**config.mk**
```make
export PLATFORM = sky130hd
export DESIGN_NAME = dsp_opcode_decoder
export DESIGN_NICKNAME = d
export VERILOG_FILES = /design/src/verilog/dsp_opcode_decoder.v /design/src/verilog/dsp_opcode_table.v
export VERILOG_INCLUDE_DIRS = /design/src /design/src/include
export SDC_FILE = /design/constraint.sdc
export NUM_CORES = 1
export LEC_CHECK = 0
export ABC_AREA = 1
export BUFFER_PORTS_ARGS = -buffer_cell sky130_fd_sc_hd__buf_2
export CAP_MARGIN = 0
export CORE_UTILIZATION = 25
export CTS_CLUSTER_SIZE = 12
export DETAILED_ROUTE_END_ITERATION = 10
export PLACE_DENSITY_LB_ADDON = 0.12
export SYNTH_ARGS = -nofsm -noshare
export SYNTH_HDL_FRONTEND = slang
export SYNTH_SLANG_ARGS = --single-unit
```
**constraint.sdc**
```tcl
create_clock -name REF_CLK -period 5.6 [get_ports REF_CLK]
set_input_delay 0.28 -clock REF_CLK [delete_from_list [all_inputs] [get_ports REF_CLK]]
set_output_delay 0.28 -clock REF_CLK [all_outputs]
set_load 0.005 [all_outputs]
```
**src/include/dsp_decode_map.vh**
```
// Purpose: Constants for the instruction word decoder: classes, states, field positions.
// Assumes: 16-bit program words, high byte selects most instruction forms.
// Notes:   Class codes are internal; zero means the word is not decoded here.
`ifndef DSP_DECODE_MAP_VH
`define DSP_DECODE_MAP_VH

`define WORD_W            16
`define CLASS_W           6
`define CYC_W             2
`define PC_RESET          16'h0000
`define STATUS_RESET      8'h00
`define PM_RESET          2'h0

// Fields of the addressed-data and immediate forms
`define IND_BIT           7
`define ADDR_HI           6
`define STBIT_SEL_HI      3
`define STBIT_SEL_LO      1
`define STBIT_VAL         0
`define BITPOS_HI         11
`define BITPOS_LO         8
`define MPYIMM_HI         12
`define SHORT_HI          7

// Decoded instruction classes
`define CLS_UNKNOWN       6'h00
`define CLS_BMOV_DD       6'h01
`define CLS_BMOV_DD_BLOCK_MOVE_ADDR_REG  6'h02
`define CLS_BMOV_DP       6'h03
`define CLS_BMOV_PD       6'h04
`define CLS_BMOV_PD_BLOCK_MOVE_ADDR_REG  6'h05
`define CLS_DMOVE         6'h06
`define CLS_AND_DBM       6'h07
`define CLS_AND_LK        6'h08
`define CLS_CMP_DBM       6'h09
`define CLS_CMP_LK        6'h0a
`define CLS_OR_DBM        6'h0b
`define CLS_OR_LK         6'h0c
`define CLS_XOR_DBM       6'h0d
`define CLS_XOR_LK        6'h0e
`define CLS_STORE_LK      6'h0f
`define CLS_MACC          6'h10
`define CLS_MACC_SHIFT    6'h11
`define CLS_MACC_IND      6'h12
`define CLS_MACC_IND_MOV  6'h13
`define CLS_MPY_IMM       6'h14
`define CLS_MPY_UNS       6'h15
`define CLS_LT_ACC_MOV    6'h16
`define CLS_PSHIFT_SET    6'h17
`define CLS_STATUS_BIT    6'h18
`define CLS_BIT_TEST      6'h19
`define CLS_ST_LOAD0      6'h1a
`define CLS_ST_LOAD1      6'h1b
`define CLS_ST_STORE0     6'h1c
`define CLS_ST_STORE1     6'h1d
`define CLS_RPT_DATA      6'h1e
`define CLS_RPT_SHORT     6'h1f
`define CLS_RPT_LONG      6'h20
`define CLS_RPT_CLEAR     6'h21
`define CLS_PUSH_DATA     6'h22
`define CLS_POP_DATA      6'h23

// Sequencer states, one-hot
`define ST_FETCH          3'b001
`define ST_OPND           3'b010
`define ST_EXEC           3'b100

`endif

```
**src/verilog/dsp_opcode_decoder.v**
```verilog
// Purpose: Fetch and decode of data-move, logic, multiply and control instruction words.
// Assumes: Program bus answers a read with PROG_ACK in the cycle the word is on PROG_DATA.
// Notes:   Words outside the covered groups decode as unknown, one word, one cycle.
//
// Summary of operation
// - High byte a8 is data-to-data block move, two words, three cycles.
// - High byte ac is one-word data block move, source from move register, two cycles.
// - High byte 57 is data-to-program block move, one word, two cycles.
// - High byte a5 program-to-data move, two words three cycles; a4 one word two.
// - High byte 77 is in-data word move, one word, one cycle.
// - AND with bit mask register 5a one cycle; long immediate 5e two words, two.
// - Compare with bit mask register 5b one cycle; long immediate 5f two words, two.
// - OR with bit mask register 59 one cycle; long immediate 5d two words, two.
// - XOR with bit mask register 58 one cycle; long immediate 5c two words, two.
// - High byte ae stores long immediate to data, two words, two cycles.
// - Multiply-accumulate a2 and with data shift a3, two words, three cycles.
// - Indirect multiply-accumulate aa and with move ab, one word, three cycles.
// - Top bits 110 multiply temp register zero by 13-bit signed immediate.
// - High byte 55 is unsigned multiply, one word, one cycle.
// - High byte 72 loads temp register, accumulates product, moves data, one cycle.
// - Word bf0 with two-bit field sets product shift mode, one cycle.
// - Prefix be4 sets or clears one of eight status bits, bit 0 chooses.
// - Top nibble 4 tests bit chosen by next four bits, one cycle.
// - Status load 0e/0f two cycles; status store 8e/8f one cycle.
// - Repeat forms 0b, bb and bec4 take two cycles; bec4 has two words.
// - Word bec5 clears accumulator and product then repeats, two words, two cycles.
// - Push data to stack 76 and pop stack to data 8a, one cycle each.
`include "dsp_decode_map.vh"
`default_nettype none

module dsp_opcode_decoder #(
  parameter WORD_W = `WORD_W
) (
  input  wire              REF_CLK,
  input  wire              RESET,
  input  wire              CLK_EN,
  input  wire [WORD_W-1:0] PROG_DATA,
  input  wire              PROG_ACK,
  output reg  [WORD_W-1:0] PROG_ADDR,
  output reg               PROG_RD,
  output reg               OP_VALID,
  output reg  [`CLASS_W-1:0] OP_CLASS,
  output reg               OP_UNKNOWN,
  output reg               OP_TWO_WORD,
  output reg  [`CYC_W-1:0] OP_CYCLES,
  output reg  [WORD_W-1:0] OP_WORD,
  output reg  [WORD_W-1:0] OP_LONG_WORD,
  output reg               OP_INDIRECT,
  output reg  [6:0]        OP_ADDR_FIELD,
  output reg  [12:0]       OP_MPY_IMM,
  output reg  [3:0]        OP_BIT_POS,
  output reg  [1:0]        PROD_SHIFT_MODE,
  output reg  [7:0]        STATUS_BITS,
  output reg  [WORD_W-1:0] RPT_COUNT,
  output reg               RPT_CLEAR_PULSE,
  output reg               EXEC_BUSY
);

  localparam [2:0] S_FETCH = `ST_FETCH;
  localparam [2:0] S_OPND  = `ST_OPND;
  localparam [2:0] S_EXEC  = `ST_EXEC;

  reg  [2:0]          state;
  reg  [2:0]          next_state;
  reg  [WORD_W-1:0]   first_word;
  reg  [`CYC_W-1:0]   cyc_left;

  wire [WORD_W-1:0]   dec_word;
  wire [`CLASS_W-1:0] tbl_cls;
  wire                tbl_two;
  wire [`CYC_W-1:0]   tbl_cyc;
  wire                take_first;
  wire                take_last;
  wire [WORD_W-1:0]   last_long;
  wire [2:0]          stbit_sel;
  wire                stbit_val;

  // First word is looked up straight off the bus; the held copy serves the operand cycle
  assign dec_word   = (state == S_OPND) ? first_word : PROG_DATA;
  assign take_first = (state == S_FETCH) && PROG_RD && PROG_ACK;
  assign take_last  = (take_first && !tbl_two) ||
                      ((state == S_OPND) && PROG_RD && PROG_ACK);
  assign last_long  = (state == S_OPND) ? PROG_DATA : {WORD_W{1'b0}};
  assign stbit_sel  = dec_word[`STBIT_SEL_HI:`STBIT_SEL_LO];
  assign stbit_val  = dec_word[`STBIT_VAL];

  dsp_opcode_table u_table (
    .word     (dec_word),
    .cls      (tbl_cls),
    .two_word (tbl_two),
    .cycles   (tbl_cyc)
  );

  // Sequencer: fetch, optional operand fetch, then hold for the remaining cycles
  always @* begin
    next_state = state;
    case (state)
      S_FETCH: begin
        if (take_first && tbl_two) begin
          next_state = S_OPND;
        end else if (take_last && tbl_cyc > 2'd1) begin
          next_state = S_EXEC;
        end
      end
      S_OPND: begin
        if (take_last) begin
          if (tbl_cyc > 2'd1) begin
            next_state = S_EXEC;
          end else begin
            next_state = S_FETCH;
          end
        end
      end
      S_EXEC: begin
        if (cyc_left == 2'd1) begin
          next_state = S_FETCH;
        end
      end
      default: begin
        next_state = S_FETCH;
      end
    endcase
  end

  always @(posedge REF_CLK or posedge RESET) begin
    if (RESET) begin
      state <= S_FETCH;
      first_word <= {WORD_W{1'b0}};
      cyc_left <= 2'd0;
      PROG_ADDR <= `PC_RESET;
      PROG_RD <= 1'b0;
    end else if (CLK_EN) begin
      state <= next_state;
      // Read strobe only while a word is wanted; it drops for the taken word's next cycle
      PROG_RD <= (next_state != S_EXEC) && !(PROG_RD && PROG_ACK);
      if (PROG_RD && PROG_ACK) begin
        PROG_ADDR <= PROG_ADDR + {{(WORD_W-1){1'b0}}, 1'b1};
      end
      if (take_first) begin
        first_word <= PROG_DATA;
      end
      if (take_last) begin
        cyc_left <= tbl_cyc - 2'd1;
      end else if (state == S_EXEC && cyc_left != 2'd0) begin
        cyc_left <= cyc_left - 2'd1;
      end
    end
  end

  // Decoded outputs, loaded once the last word of an instruction is in
  always @(posedge REF_CLK or posedge RESET) begin
    if (RESET) begin
      OP_VALID <= 1'b0;
      OP_CLASS <= `CLS_UNKNOWN;
      OP_UNKNOWN <= 1'b0;
      OP_TWO_WORD <= 1'b0;
      OP_CYCLES <= 2'd0;
      OP_WORD <= {WORD_W{1'b0}};
      OP_LONG_WORD <= {WORD_W{1'b0}};
      OP_INDIRECT <= 1'b0;
      OP_ADDR_FIELD <= 7'h00;
      OP_MPY_IMM <= 13'h0000;
      OP_BIT_POS <= 4'h0;
      EXEC_BUSY <= 1'b0;
      RPT_CLEAR_PULSE <= 1'b0;
    end else if (CLK_EN) begin
      OP_VALID <= take_last;
      RPT_CLEAR_PULSE <= take_last && (tbl_cls == `CLS_RPT_CLEAR);
      EXEC_BUSY <= (next_state == S_EXEC);
      if (take_last) begin
        OP_CLASS <= tbl_cls;
        OP_UNKNOWN <= (tbl_cls == `CLS_UNKNOWN);
        OP_TWO_WORD <= tbl_two;
        OP_CYCLES <= tbl_cyc;
        OP_WORD <= dec_word;
        OP_LONG_WORD <= last_long;
        OP_INDIRECT <= dec_word[`IND_BIT];
        OP_ADDR_FIELD <= dec_word[`ADDR_HI:0];
        OP_MPY_IMM <= dec_word[`MPYIMM_HI:0];
        OP_BIT_POS <= dec_word[`BITPOS_HI:`BITPOS_LO];
      end
    end
  end

  // Architectural side effects that the decoder owns
  always @(posedge REF_CLK or posedge RESET) begin
    if (RESET) begin
      PROD_SHIFT_MODE <= `PM_RESET;
      STATUS_BITS <= `STATUS_RESET;
      RPT_COUNT <= {WORD_W{1'b0}};
    end else if (CLK_EN && take_last) begin
      case (tbl_cls)
        `CLS_PSHIFT_SET: begin
          PROD_SHIFT_MODE <= dec_word[1:0];
        end
        `CLS_STATUS_BIT: begin
          // Index 0 interrupt mask ... 7 carry; low bit is the new value
          STATUS_BITS[stbit_sel] <= stbit_val;
        end
        `CLS_RPT_SHORT: begin
          RPT_COUNT <= {{(WORD_W-8){1'b0}}, dec_word[`SHORT_HI:0]};
        end
        `CLS_RPT_LONG: begin
          RPT_COUNT <= last_long;
        end
        `CLS_RPT_CLEAR: begin
          RPT_COUNT <= last_long;
        end
        default: begin
          RPT_COUNT <= RPT_COUNT;
        end
      endcase
    end
  end

endmodule

`default_nettype wire

```
**src/verilog/dsp_opcode_table.v**
```verilog
// Purpose: Combinational lookup of class, word count and cycle count for one opcode word.
// Assumes: Word is the first word of an instruction.
// Notes:   Overlapping patterns resolved by casez order, most specific first.
`include "dsp_decode_map.vh"
`default_nettype none

module dsp_opcode_table (
  input  wire [`WORD_W-1:0]  word,
  output wire [`CLASS_W-1:0] cls,
  output wire                two_word,
  output wire [`CYC_W-1:0]   cycles
);

  reg [`CLASS_W+`CYC_W:0] entry;

  assign cls      = entry[`CLASS_W+`CYC_W:`CYC_W+1];
  assign two_word = entry[`CYC_W];
  assign cycles   = entry[`CYC_W-1:0];

  // Entry is {class, two-word flag, cycle count}
  always @* begin
    casez (word)
      16'b1011_1110_1100_0100: entry = {`CLS_RPT_LONG, 1'b1, 2'd2};
      16'b1011_1110_1100_0101: entry = {`CLS_RPT_CLEAR, 1'b1, 2'd2};
      16'b1011_1110_0100_????: entry = {`CLS_STATUS_BIT, 1'b0, 2'd1};
      16'b1011_1111_0000_00??: entry = {`CLS_PSHIFT_SET, 1'b0, 2'd1};
      16'b110?_????_????_????: entry = {`CLS_MPY_IMM, 1'b0, 2'd1};
      16'b0100_????_????_????: entry = {`CLS_BIT_TEST, 1'b0, 2'd1};
      16'b1010_1000_????_????: entry = {`CLS_BMOV_DD, 1'b1, 2'd3};
      16'b1010_1100_????_????: entry = {`CLS_BMOV_DD_BLOCK_MOVE_ADDR_REG, 1'b0, 2'd2};
      16'b0101_0111_????_????: entry = {`CLS_BMOV_DP, 1'b0, 2'd2};
      16'b1010_0101_????_????: entry = {`CLS_BMOV_PD, 1'b1, 2'd3};
      16'b1010_0100_????_????: entry = {`CLS_BMOV_PD_BLOCK_MOVE_ADDR_REG, 1'b0, 2'd2};
      16'b0111_0111_????_????: entry = {`CLS_DMOVE, 1'b0, 2'd1};
      16'b0101_1010_????_????: entry = {`CLS_AND_DBM, 1'b0, 2'd1};
      16'b0101_1110_????_????: entry = {`CLS_AND_LK, 1'b1, 2'd2};
      16'b0101_1011_????_????: entry = {`CLS_CMP_DBM, 1'b0, 2'd1};
      16'b0101_1111_????_????: entry = {`CLS_CMP_LK, 1'b1, 2'd2};
      16'b0101_1001_????_????: entry = {`CLS_OR_DBM, 1'b0, 2'd1};
      16'b0101_1101_????_????: entry = {`CLS_OR_LK, 1'b1, 2'd2};
      16'b0101_1000_????_????: entry = {`CLS_XOR_DBM, 1'b0, 2'd1};
      16'b0101_1100_????_????: entry = {`CLS_XOR_LK, 1'b1, 2'd2};
      16'b1010_1110_????_????: entry = {`CLS_STORE_LK, 1'b1, 2'd2};
      16'b1010_0010_????_????: entry = {`CLS_MACC, 1'b1, 2'd3};
      16'b1010_0011_????_????: entry = {`CLS_MACC_SHIFT, 1'b1, 2'd3};
      16'b1010_1010_????_????: entry = {`CLS_MACC_IND, 1'b0, 2'd3};
      16'b1010_1011_????_????: entry = {`CLS_MACC_IND_MOV, 1'b0, 2'd3};
      16'b0101_0101_????_????: entry = {`CLS_MPY_UNS, 1'b0, 2'd1};
      16'b0111_0010_????_????: entry = {`CLS_LT_ACC_MOV, 1'b0, 2'd1};
      16'b0000_1110_????_????: entry = {`CLS_ST_LOAD0, 1'b0, 2'd2};
      16'b0000_1111_????_????: entry = {`CLS_ST_LOAD1, 1'b0, 2'd2};
      16'b1000_1110_????_????: entry = {`CLS_ST_STORE0, 1'b0, 2'd1};
      16'b1000_1111_????_????: entry = {`CLS_ST_STORE1, 1'b0, 2'd1};
      16'b0000_1011_????_????: entry = {`CLS_RPT_DATA, 1'b0, 2'd2};
      16'b1011_1011_????_????: entry = {`CLS_RPT_SHORT, 1'b0, 2'd2};
      16'b0111_0110_????_????: entry = {`CLS_PUSH_DATA, 1'b0, 2'd1};
      16'b1000_1010_????_????: entry = {`CLS_POP_DATA, 1'b0, 2'd1};
      default:                 entry = {`CLS_UNKNOWN, 1'b0, 2'd1};
    endcase
  end

endmodule

`default_nettype wire
```
==> results.json, run 1 <==
{
  "crit_start": "state[2]",
  "numPortBuffers": 132,
  "synth_most_common_cell": "nand2_1",
  "coreArea_sq_mm": 0.0244,
  "end_kind": "flip-flop",
  "avgSynthCellArea_sq_um": 7.59,
  "route.vias.total": 5479,
  "first_iter_violations": 295,
  "cts_tree": "built",
  "drive_above_1_share_pct": 23.0,
  "rrSetupSlack_ps": 1590,
  "startpoint_type": "flip-flop",
  "ctsHoldBuffers": 0,
  "p_leak_nw": 3.97,
  "dpl.hpwl_um": 14700,
  "r2r_start": "state[2]",
  "yosysTopAreaCell": "dfrtp_1",
  "use_met1_pct": 21.0,
  "grt_overflow": 0,
  "synth_edf_count": 0,
  "netlist_top_cells_area": "dfrtp_1 43%, nand2_1 16%, nor2_1 5.8%, nand3_1 4.7%, inv_1 3.6%",
  "grt_pass1_vias": 5370,
  "busiest_layer": "met2",
  "clock_skew_ps": 15.7,
  "diodes": 0,
  "timing.fmax_mhz": 249,
  "cts_resized": 0,
  "die_w_um": 160,
  "period_share_pct": 71.7,
  "clkSlewWorstSetupHoldPaths_ps": 90,
  "layoutNonFillerInstCount": 1252,
  "powerDensity_mw_per_mm2": 324,
  "peakVddDrop_mv": 0.124,
  "crit_path_top_delay_cell": "a21oi_2",
  "yosysWarningCount": 0,
  "synth.top_cell.area_share_pct": 43.3,
  "critPathTopFamily": "simple AND/OR/NAND/NOR gates",
  "antenna_found_initial": 0,
  "status": "complete, no violations",
  "gr-usage-met3_pct": 2.23,
  "mappedNetlistNets": 845,
  "grt_max_degree": 59,
  "ant_nets": 0,
  "slew_headroom_pct": 35.4,
  "rows": 57,
  "min_period_ps": 4010,
  "drt_wl_total_um": 19100,
  "layout.nets": 946,
  "gp_congestion": 0.819,
  "ctsRootBufferMaster": "clkbuf_16",
  "worstPathCellList": "clkinv_1 -> buf_4 -> nand3_2 -> nand2_1 -> nand2_1 -> nand2_1 -> nor2_1 -> nand2_1 -> nand3_1 -> nor2_4 -> nand3_4 -> a21oi_2 -> nand3_1 -> o21ai_0",
  "dr.pass1.iters": 5,
  "crit_top_cell": "nand2_1",
  "hold_slack_ps": 13.9,
  "dieArea_sq_mm": 0.0256,
  "clk_latency_ps": 370,
  "grtUsageMet2_pct": 24.9,
  "post-cts-setup-buffers": 0,
  "cp.required_ps": 5880,
  "hold_viol_final": 0,
  "rsz0062_at_grt": "no",
  "yosys-top-cells-count": "265 x nand2_1, 108 x dfrtp_1, 96 x nor2_1",
  "reg2regPathDepth": 14,
  "drc": 0,
  "post_drt_wl_per_cell_um": 15.3,
  "dpl_cell_area_sq_mm": 0.00697,
  "cp.arrival_ps": 4290,
  "clock_sinks": 109,
  "path_buf_inv": 2,
  "die_h_um": 160,
  "maxSlewViolCount": 0,
  "groute.usage.overall_pct": 15.4,
  "syn_to_final_growth_pct": 16.5,
  "async_reset_ff_share_pct": 100,
  "path_max_fanout": 39,
  "worst_pin_slew_ps": 970,
  "grt_pass1_wl_um": 30400,
  "syn_area_sq_mm": 0.00624,
  "ys.flop_type": "dfrtp_1",
  "initial_core_util_pct": 25.6,
  "clockBufferDepth": 2,
  "finalSetupTns_ps": 0,
  "maxCapViolations": 0,
  "critPathMaxStageDelay_ps": 780,
  "setup_violations": 0,
  "reg2reg_to": "PROD_SHIFT_MODE[0]",
  "htree_levels": 3,
  "placed_cells": 1236,
  "vias_per_cell": 4.38,
  "final_area_sq_mm": 0.00726,
  "cts_buffers": 9,
  "hp-class": "input pin to asynchronous set/reset pin",
  "ys_seq_area_share_pct": 43.8,
  "num_io_pins": 133,
  "syn_inst": 822,
  "crit_type": "flip-flop to flip-flop",
  "synth-seq-cells": 109,
  "ys_types": 37
}
[state kept, by name (all words and copies together), names as in the netlist, 2 cells and up]
signal,cells
first_word,16
cyc_left,2
RPT_COUNT,16
OP_LONG_WORD,16
OP_WORD,16
OP_CYCLES,2
PROG_ADDR,16
STATUS_BITS,8
state,3
OP_CLASS,6
PROD_SHIFT_MODE,2
[cell families (layout without fill, tap and decap cells)]
family / after synthesis / after routing / share of synthesized area [%]
fa+ha+maj: 3 / 3 / 0.602
buf+inv: 114 / 220 / 10.0
simple gates: 495 / 495 / 35.6
mux: 4 / 4 / 0.722
xor+xnor: 15 / 15 / 2.11
compound gates: 82 / 82 / 7.20
flops: 109 / 109 / 43.8
[how the worst max path moves through the flow]
stage,end,cells past startpoint
after floorplan,EXEC_BUSY,1
after global placement,PROD_SHIFT_MODE[1],15
after detailed placement,PROD_SHIFT_MODE[1],15
after CTS,PROD_SHIFT_MODE[1],15
after global routing,STATUS_BITS[6],16
final,PROD_SHIFT_MODE[0],14
[area by class of cell]
cell class	instances	area [sq um]
clock inverters	6	62.6
clock buffers	10	229
fillers	2729	17100
multi-input cells	599	2880
repair buffers	137	698
inverters	67	256
flip-flops and latches	109	2730
well taps	324	405
[power by group]
group	switching [W]	internal (W)
logic	0.000336	0.000259
registers	0.000134	0.000964
clock network	0.000346	0.000316
[cell usage in the layout, fill, tap and decap left out, drive strengths merged, types with 8 or more instances in the layout]
cell,Yosys,layout
inv,65,69
nor3,8,8
nor2,107,107
dfrtp,108,108
buf,44,137
clkbuf,3,10
o21ai,68,68
xor2,12,12
nand4,19,19
nand3,66,66
nand2,289,289
[through the flow]
step	utilization, %	setup slack (ps)	total power (W)
finish	29.8	1590	0.00236
global placement	28.6	1510	0.00173
detailed placement	28.6	1500	0.00173
global route	29.8	1150	0.00252
floorplan	-	2450	0.00154
CTS	29.8	1480	0.00240
[metal layers]
| layer | vias up | routed length (um) | share of wire, % |
|---|---|---|---|
| li1 | 2805 | - | - |
| met1 | 2528 | 9370 | 49 |
| met2 | 129 | 8720 | 46 |
| met3 | 17 | 677 | 3.5 |
| met4 | 0 | 359 | 1.9 |
| met5 | - | 0 | 0 |
(Power assumes the default switching activity.)
==> run 2: changes to the inputs <==
--- a/config.mk
+++ b/config.mk
@@ -6,7 +6,7 @@
 export SDC_FILE = /design/constraint.sdc
 export NUM_CORES = 1
 export LEC_CHECK = 0
-export ABC_AREA = 1
+export ABC_AREA = 0
 export BUFFER_PORTS_ARGS = -buffer_cell sky130_fd_sc_hd__buf_2
 export CAP_MARGIN = 0
 export CORE_UTILIZATION = 25
==> constraint.sdc (replaced) <==
create_clock -name REF_CLK -period 4.1 [get_ports REF_CLK]
set_input_delay 0.205 -clock REF_CLK [delete_from_list [all_inputs] [get_ports REF_CLK]]
set_output_delay 0.205 -clock REF_CLK [all_outputs]
set_load 0.005 [all_outputs]
==> results.json, run 2 <==
{
  "status": "complete, no violations",
  "die_h_um": 162,
  "crit_type": "flip-flop to flip-flop",
  "dpl.hpwl_um": 17900,
  "groute.usage.overall_pct": 18.6,
  "syn_area_sq_mm": 0.00636,
  "clock_sinks": 109,
  "yosys-top-cells-count": "108 x dfrtp_1, 77 x nand2_1, 59 x nor2_1",
  "reg2reg_to": "STATUS_BITS[0]",
  "grt_overflow": 0,
  "hold_viol_final": 0,
  "dpl_cell_area_sq_mm": 0.00755,
  "yosysWarningCount": 0,
  "mappedNetlistNets": 706,
  "layout.nets": 840,
  "timing.fmax_mhz": 261,
  "worstPathCellList": "buf_4 -> nor3b_4 -> buf_4 -> nor4b_1 -> o211a_1 -> or3_1 -> or4_4 -> nand4bb_1 -> buf_4 -> or4_1 -> mux2_1",
  "gp_congestion": 0.888,
  "grt_pass1_wl_um": 36600,
  "holdCritStartpoint": "CLK_EN",
  "r2r_start": "state[2]",
  "first_iter_violations": 396,
  "startpoint_type": "flip-flop",
  "syn_inst": 683,
  "drc": 0,
  "placed_cells": 1131,
  "antenna_found_initial": 0,
  "reg2regPathDepth": 11,
  "drive_above_1_share_pct": 31.3,
  "path_max_fanout": 17,
  "slew_headroom_pct": 29.2,
  "layoutNonFillerInstCount": 1151,
  "ctsRootBufferMaster": "clkbuf_16",
  "crit_top_cell": "buf_4",
  "rrSetupSlack_ps": 260,
  "ant_nets": 0,
  "rows": 58,
  "die_w_um": 162,
  "route.vias.total": 5847,
  "worst_pin_slew_ps": 1050,
  "hp-class": "input pin to flip-flop",
  "ys_types": 73,
  "async_reset_ff_share_pct": 100,
  "synth-seq-cells": 109,
  "cp.arrival_ps": 4080,
  "clock_skew_ps": 9.07,
  "end_kind": "flip-flop",
  "final_area_sq_mm": 0.00788,
  "grt_max_degree": 46,
  "cp.required_ps": 4350,
  "maxCapViolations": 0,
  "diodes": 0,
  "final_common_cell": "buf_2",
  "use_met1_pct": 25.7,
  "cts_buffers": 9,
  "numPortBuffers": 132,
  "synth.top_cell.area_share_pct": 42.5,
  "clockBufferDepth": 2,
  "holdPathStages": 2,
  "peakVddDrop_mv": 0.219,
  "maxSlewViolCount": 0,
  "cts_tree": "built",
  "drt_wl_total_um": 23800,
  "cts_resized": 0,
  "powerDensity_mw_per_mm2": 408,
  "path_buf_inv": 3,
  "vias_per_cell": 5.08,
  "setup_violations": 0,
  "post_drt_wl_per_cell_um": 20.7,
  "ys.flop_type": "dfrtp_1",
  "finalSetupTns_ps": 0,
  "busiest_layer": "met2",
  "power_w": 0.00321,
  "yosysTopAreaCell": "dfrtp_1",
  "grtUsageMet2_pct": 29.7,
  "clk_latency_ps": 360,
  "avgSynthCellArea_sq_um": 9.32,
  "critPathMaxStageDelay_ps": 570,
  "ys_seq_area_share_pct": 42.9,
  "period_share_pct": 93.6,
  "critPathTopFamily": "simple AND/OR/NAND/NOR gates",
  "whs_endpoint": "PROG_RD",
  "syn_to_final_growth_pct": 23.8,
  "synth_edf_count": 0,
  "htree_levels": 3,
  "final_cell_mix": "132 x buf_2, 108 x dfrtp_1, 77 x nand2_1",
  "rsz0062_at_grt": "no",
  "dieArea_sq_mm": 0.0261,
  "netlist_top_cells_area": "dfrtp_1 42%, nand2_1 4.5%, mux2_2 4.4%, nor2_1 3.5%, buf_4 2.9%",
  "min_period_ps": 3840,
  "synth_most_common_cell": "dfrtp_1",
  "initial_core_util_pct": 25.3,
  "coreArea_sq_mm": 0.0251,
  "crit_path_top_delay_cell": "or4_4",
  "p_leak_nw": 3.68,
  "clkSlewWorstSetupHoldPaths_ps": 80,
  "grt_pass1_vias": 5814,
  "gr-usage-met3_pct": 2.72,
  "num_io_pins": 133,
  "dr.pass1.iters": 4
}
[run 2: report_power, final]
group	total (W)	internal (W)	switching, W
combinational	0.000835	0.000406	0.000429
clock	0.000874	0.000423	0.000451
sequential	0.00150	0.00125	0.000251
total	0.00321	0.00208	0.00113
[run 2: logic make-up (layout without fill, tap and decap cells)]
kind of cell | after synthesis | after routing | synth area share [%]
XOR/XNOR | 21 | 21 | 2.89
flip-flops | 109 | 109 | 42.9
adder cells (fa/ha/maj) | 3 | 3 | 0.590
multiplexers | 40 | 40 | 6.88
buffers and inverters | 81 | 219 | 6.69
AO/OA/AOI/OAI | 121 | 121 | 13.4
AND/OR/NAND/NOR | 308 | 308 | 26.7
[run 2: worst max path at each step]
stage | startpoint | to | slack, ps | depth (start not counted)
CTS | state[0] | RPT_COUNT[9] | 210 | 10
global placement | state[2] | STATUS_BITS[5] | 290 | 10
floorplan | state[2] | STATUS_BITS[3] | 520 | 12
detailed placement | state[2] | RPT_COUNT[15] | 210 | 10
finish | state[2] | STATUS_BITS[0] | 260 | 11
global route | state[2] | STATUS_BITS[0] | 110 | 11
[run 2: layer usage]
layer  wire, um  part of all wire [%]  vias up
li1           -                     -     2727
met1      11500                    48     2902
met2      10900                    46      185
met3        907                   3.8       33
met4        507                   2.1        0
met5          0                     0        -
[run 2: per-stage QoR]
stage | util (%) | worst slack (ps) | hold WS [ps]
after global placement | 30.1 | 290 | 216
final | 31.4 | 263 | 123
after CTS | 31.2 | 214 | 116
after floorplan | - | 518 | 312
after global routing | 31.4 | 113 | 130
after detailed placement | 30.1 | 214 | 220
[run 2: final cells by class]
cell class	count	area [sq um]
Inverter	7	28.8
Timing Repair Buffer	197	1180
Fill cell	2702	17200
Clock buffer	9	225
Clock inverter	6	60.1
Tap cell	330	413
Sequential cell	109	2730
Multi-Input combinational cell	493	3240
[run 2: timing repair]
item	4_1_cts	5_1_grt
hold buffers	1	0
endpoints found under the hold margin	27	0
buffers inserted	0	4
endpoints found under the setup margin	0	8
==> run 3: changes to the inputs <==
==> constraint.sdc (replaced) <==
create_clock -name REF_CLK -period 3.3 [get_ports REF_CLK]
set_input_delay 0.165 -clock REF_CLK [delete_from_list [all_inputs] [get_ports REF_CLK]]
set_output_delay 0.165 -clock REF_CLK [all_outputs]
set_load 0.005 [all_outputs]
==> results.json, run 3 (same netlist as run 2, synthesis figures left out) <==
{
  "final_common_cell": "buf_4",
  "holdCritStartpoint": "CLK_EN",
  "whs_endpoint": "EXEC_BUSY",
  "htree_levels": 3,
  "drive_above_1_share_pct": 42.5,
  "p_leak_nw": 4.26,
  "hold_viol_final": 0,
  "path_buf_inv": 5,
  "rrSetupSlack_ps": -290,
  "maxCapViolations": 0,
  "die_w_um": 162,
  "critPathMaxStageDelay_ps": 480,
  "final_cell_mix": "138 x buf_4, 133 x buf_2, 108 x dfrtp_1",
  "final_area_sq_mm": 0.00900,
  "timing.fmax_mhz": 279,
  "rsz0062_at_grt": "yes",
  "fin_ws_ps": -288,
  "antenna_found_initial": 0,
  "powerDensity_mw_per_mm2": 487,
  "rows": 58,
  "clk_latency_ps": 370,
  "dpl.hpwl_um": 20500,
  "reg2regPathDepth": 13,
  "groute.usage.overall_pct": 20.6,
  "clockBufferDepth": 2,
  "grt_pass1_vias": 6221,
  "route.vias.total": 6282,
  "period_share_pct": 109,
  "coreArea_sq_mm": 0.0251,
  "dieArea_sq_mm": 0.0261,
  "reg2reg_to": "STATUS_BITS[1]",
  "layout.nets": 932,
  "slew_headroom_pct": 55.2,
  "dpl_cell_area_sq_mm": 0.00825,
  "drc": 0,
  "path_max_fanout": 8,
  "cp.required_ps": 3550,
  "ant_nets": 0,
  "multi_input_area_sq_mm": 0.00354,
  "vias_per_cell": 5.05,
  "worstPathCellList": "buf_6 -> nor3b_4 -> buf_12 -> buf_6 -> mux2i_4 -> buf_4 -> or4_1 -> nand4_1 -> or4_4 -> nand4bb_4 -> buf_6 -> or4_4 -> mux2_4",
  "hp-class": "input pin to flip-flop",
  "hold_slack_ps": 67.3,
  "cts_tree": "built",
  "min_period_ps": 3590,
  "finalSetupTns_ps": -2290,
  "diodes": 0,
  "crit_path_top_delay_cell": "or4_4",
  "peakVddDrop_mv": 0.232,
  "seq_area_sq_mm": 0.00273,
  "cts_buffers": 9,
  "cp.arrival_ps": 3840,
  "critPathTopFamily": "simple AND/OR/NAND/NOR gates",
  "first_iter_violations": 529,
  "holdPathStages": 2,
  "switching_share_pct": 34.8,
  "power_frac_seq_pct": 40.7,
  "die_h_um": 162,
  "maxSlewViolCount": 0,
  "fill_cells": 2620,
  "grt_overflow": 0,
  "ctsRootBufferMaster": "clkbuf_16",
  "status": "complete, but fails checks",
  "setup_violations": 9,
  "clock_sinks": 109,
  "gp_congestion": 0.907,
  "clock_skew_ps": 20.5,
  "crit_type": "flip-flop to flip-flop",
  "post_drt_wl_per_cell_um": 21.2,
  "crit_top_cell": "buf_6",
  "p_int_w": 0.00286,
  "violations": "setup timing",
  "p_sw_w": 0.00153,
  "startpoint_type": "flip-flop",
  "grt_pass1_wl_um": 39700,
  "clkSlewWorstSetupHoldPaths_ps": 100,
  "power_frac_comb_pct": 30.9,
  "num_io_pins": 133,
  "worst_pin_slew_ps": 653,
  "initial_core_util_pct": 25.3,
  "numPortBuffers": 132,
  "grt_max_degree": 60,
  "drt_wl_total_um": 26400,
  "r2r_start": "state[2]",
  "power_frac_clock_pct": 28.4,
  "power_w": 0.00438,
  "dr.pass1.iters": 5,
  "syn_to_final_growth_pct": 41.5,
  "end_kind": "flip-flop"
}
==> run 3: cell types whose count changed in the layout (fill, tap and decap cells not counted), sizes merged <==
cell      change
buf          +92
bufinv        +1
clkinvlp      -1
clkinv        -1
inv           +2
==> run 3: layer usage <==
| layer | GRT usage [%] | wire [um] |
|---|---|---|
| met5 | 0 | 0 |
| met4 | 5.36 | 447 |
| met3 | 3.13 | 1150 |
| met2 | 33.9 | 12500 |
| met1 | 28.0 | 12300 |
==> run 3: power by group through the flow <==
| stage | Clock, W | Combinational [W] | Sequential (W) |
|---|---|---|---|
| 2_1_floorplan | 0 | 0.000722 | 0.00176 |
| 3_3_place_gp | 0 | 0.00134 | 0.00181 |
| 3_5_place_dp | 0 | 0.00132 | 0.00182 |
| 4_1_cts | 0.00128 | 0.00135 | 0.00179 |
| 5_1_grt | 0.00133 | 0.00149 | 0.00183 |
| 6_report | 0.00124 | 0.00136 | 0.00179 |
==> run 3: final cells by class <==
| class | instances | share of cell area [%] |
|---|---|---|
| Inverter | 7 | 0.320 |
| Multi-Input combinational cell | 493 | 39.3 |
| Sequential cell | 109 | 30.3 |
| Timing Repair Buffer | 289 | 21.9 |
| Tap cell | 330 | 4.59 |
| Clock inverter | 7 | 1.13 |
| Clock buffer | 9 | 2.50 |
==> run 3: worst max-delay path by stage <==
stage / from / to / slack [ps] / cells after the start
detailed placement: state[2] / STATUS_BITS[7] / -440 / 10
global route: state[2] / STATUS_BITS[1] / -340 / 12
finish: state[2] / STATUS_BITS[1] / -290 / 13
CTS: state[2] / STATUS_BITS[1] / -230 / 12
global placement: state[2] / STATUS_BITS[7] / -400 / 10
floorplan: state[0] / STATUS_BITS[1] / -170 / 12
==> run 3: timing repair <==
item | 4_1_cts | 5_1_grt
buffers inserted | 8 | 11
cloned | 1 | 0
setup endpoints to repair | 53 | 41
pin swaps | 9 | 7
hold endpoints to repair | 49 | 0
hold buffers | 1 | 0
resized for setup | 35 | 20
==> run 3: through the flow <==
step,utilization (%),setup slack [ps],instances
finish,35.9,-288,1244
global route,35.9,-338,1244
CTS,35.2,-231,1235
detailed placement,32.8,-440,1209
global placement,32.8,-396,1209
floorplan,-,-165,683
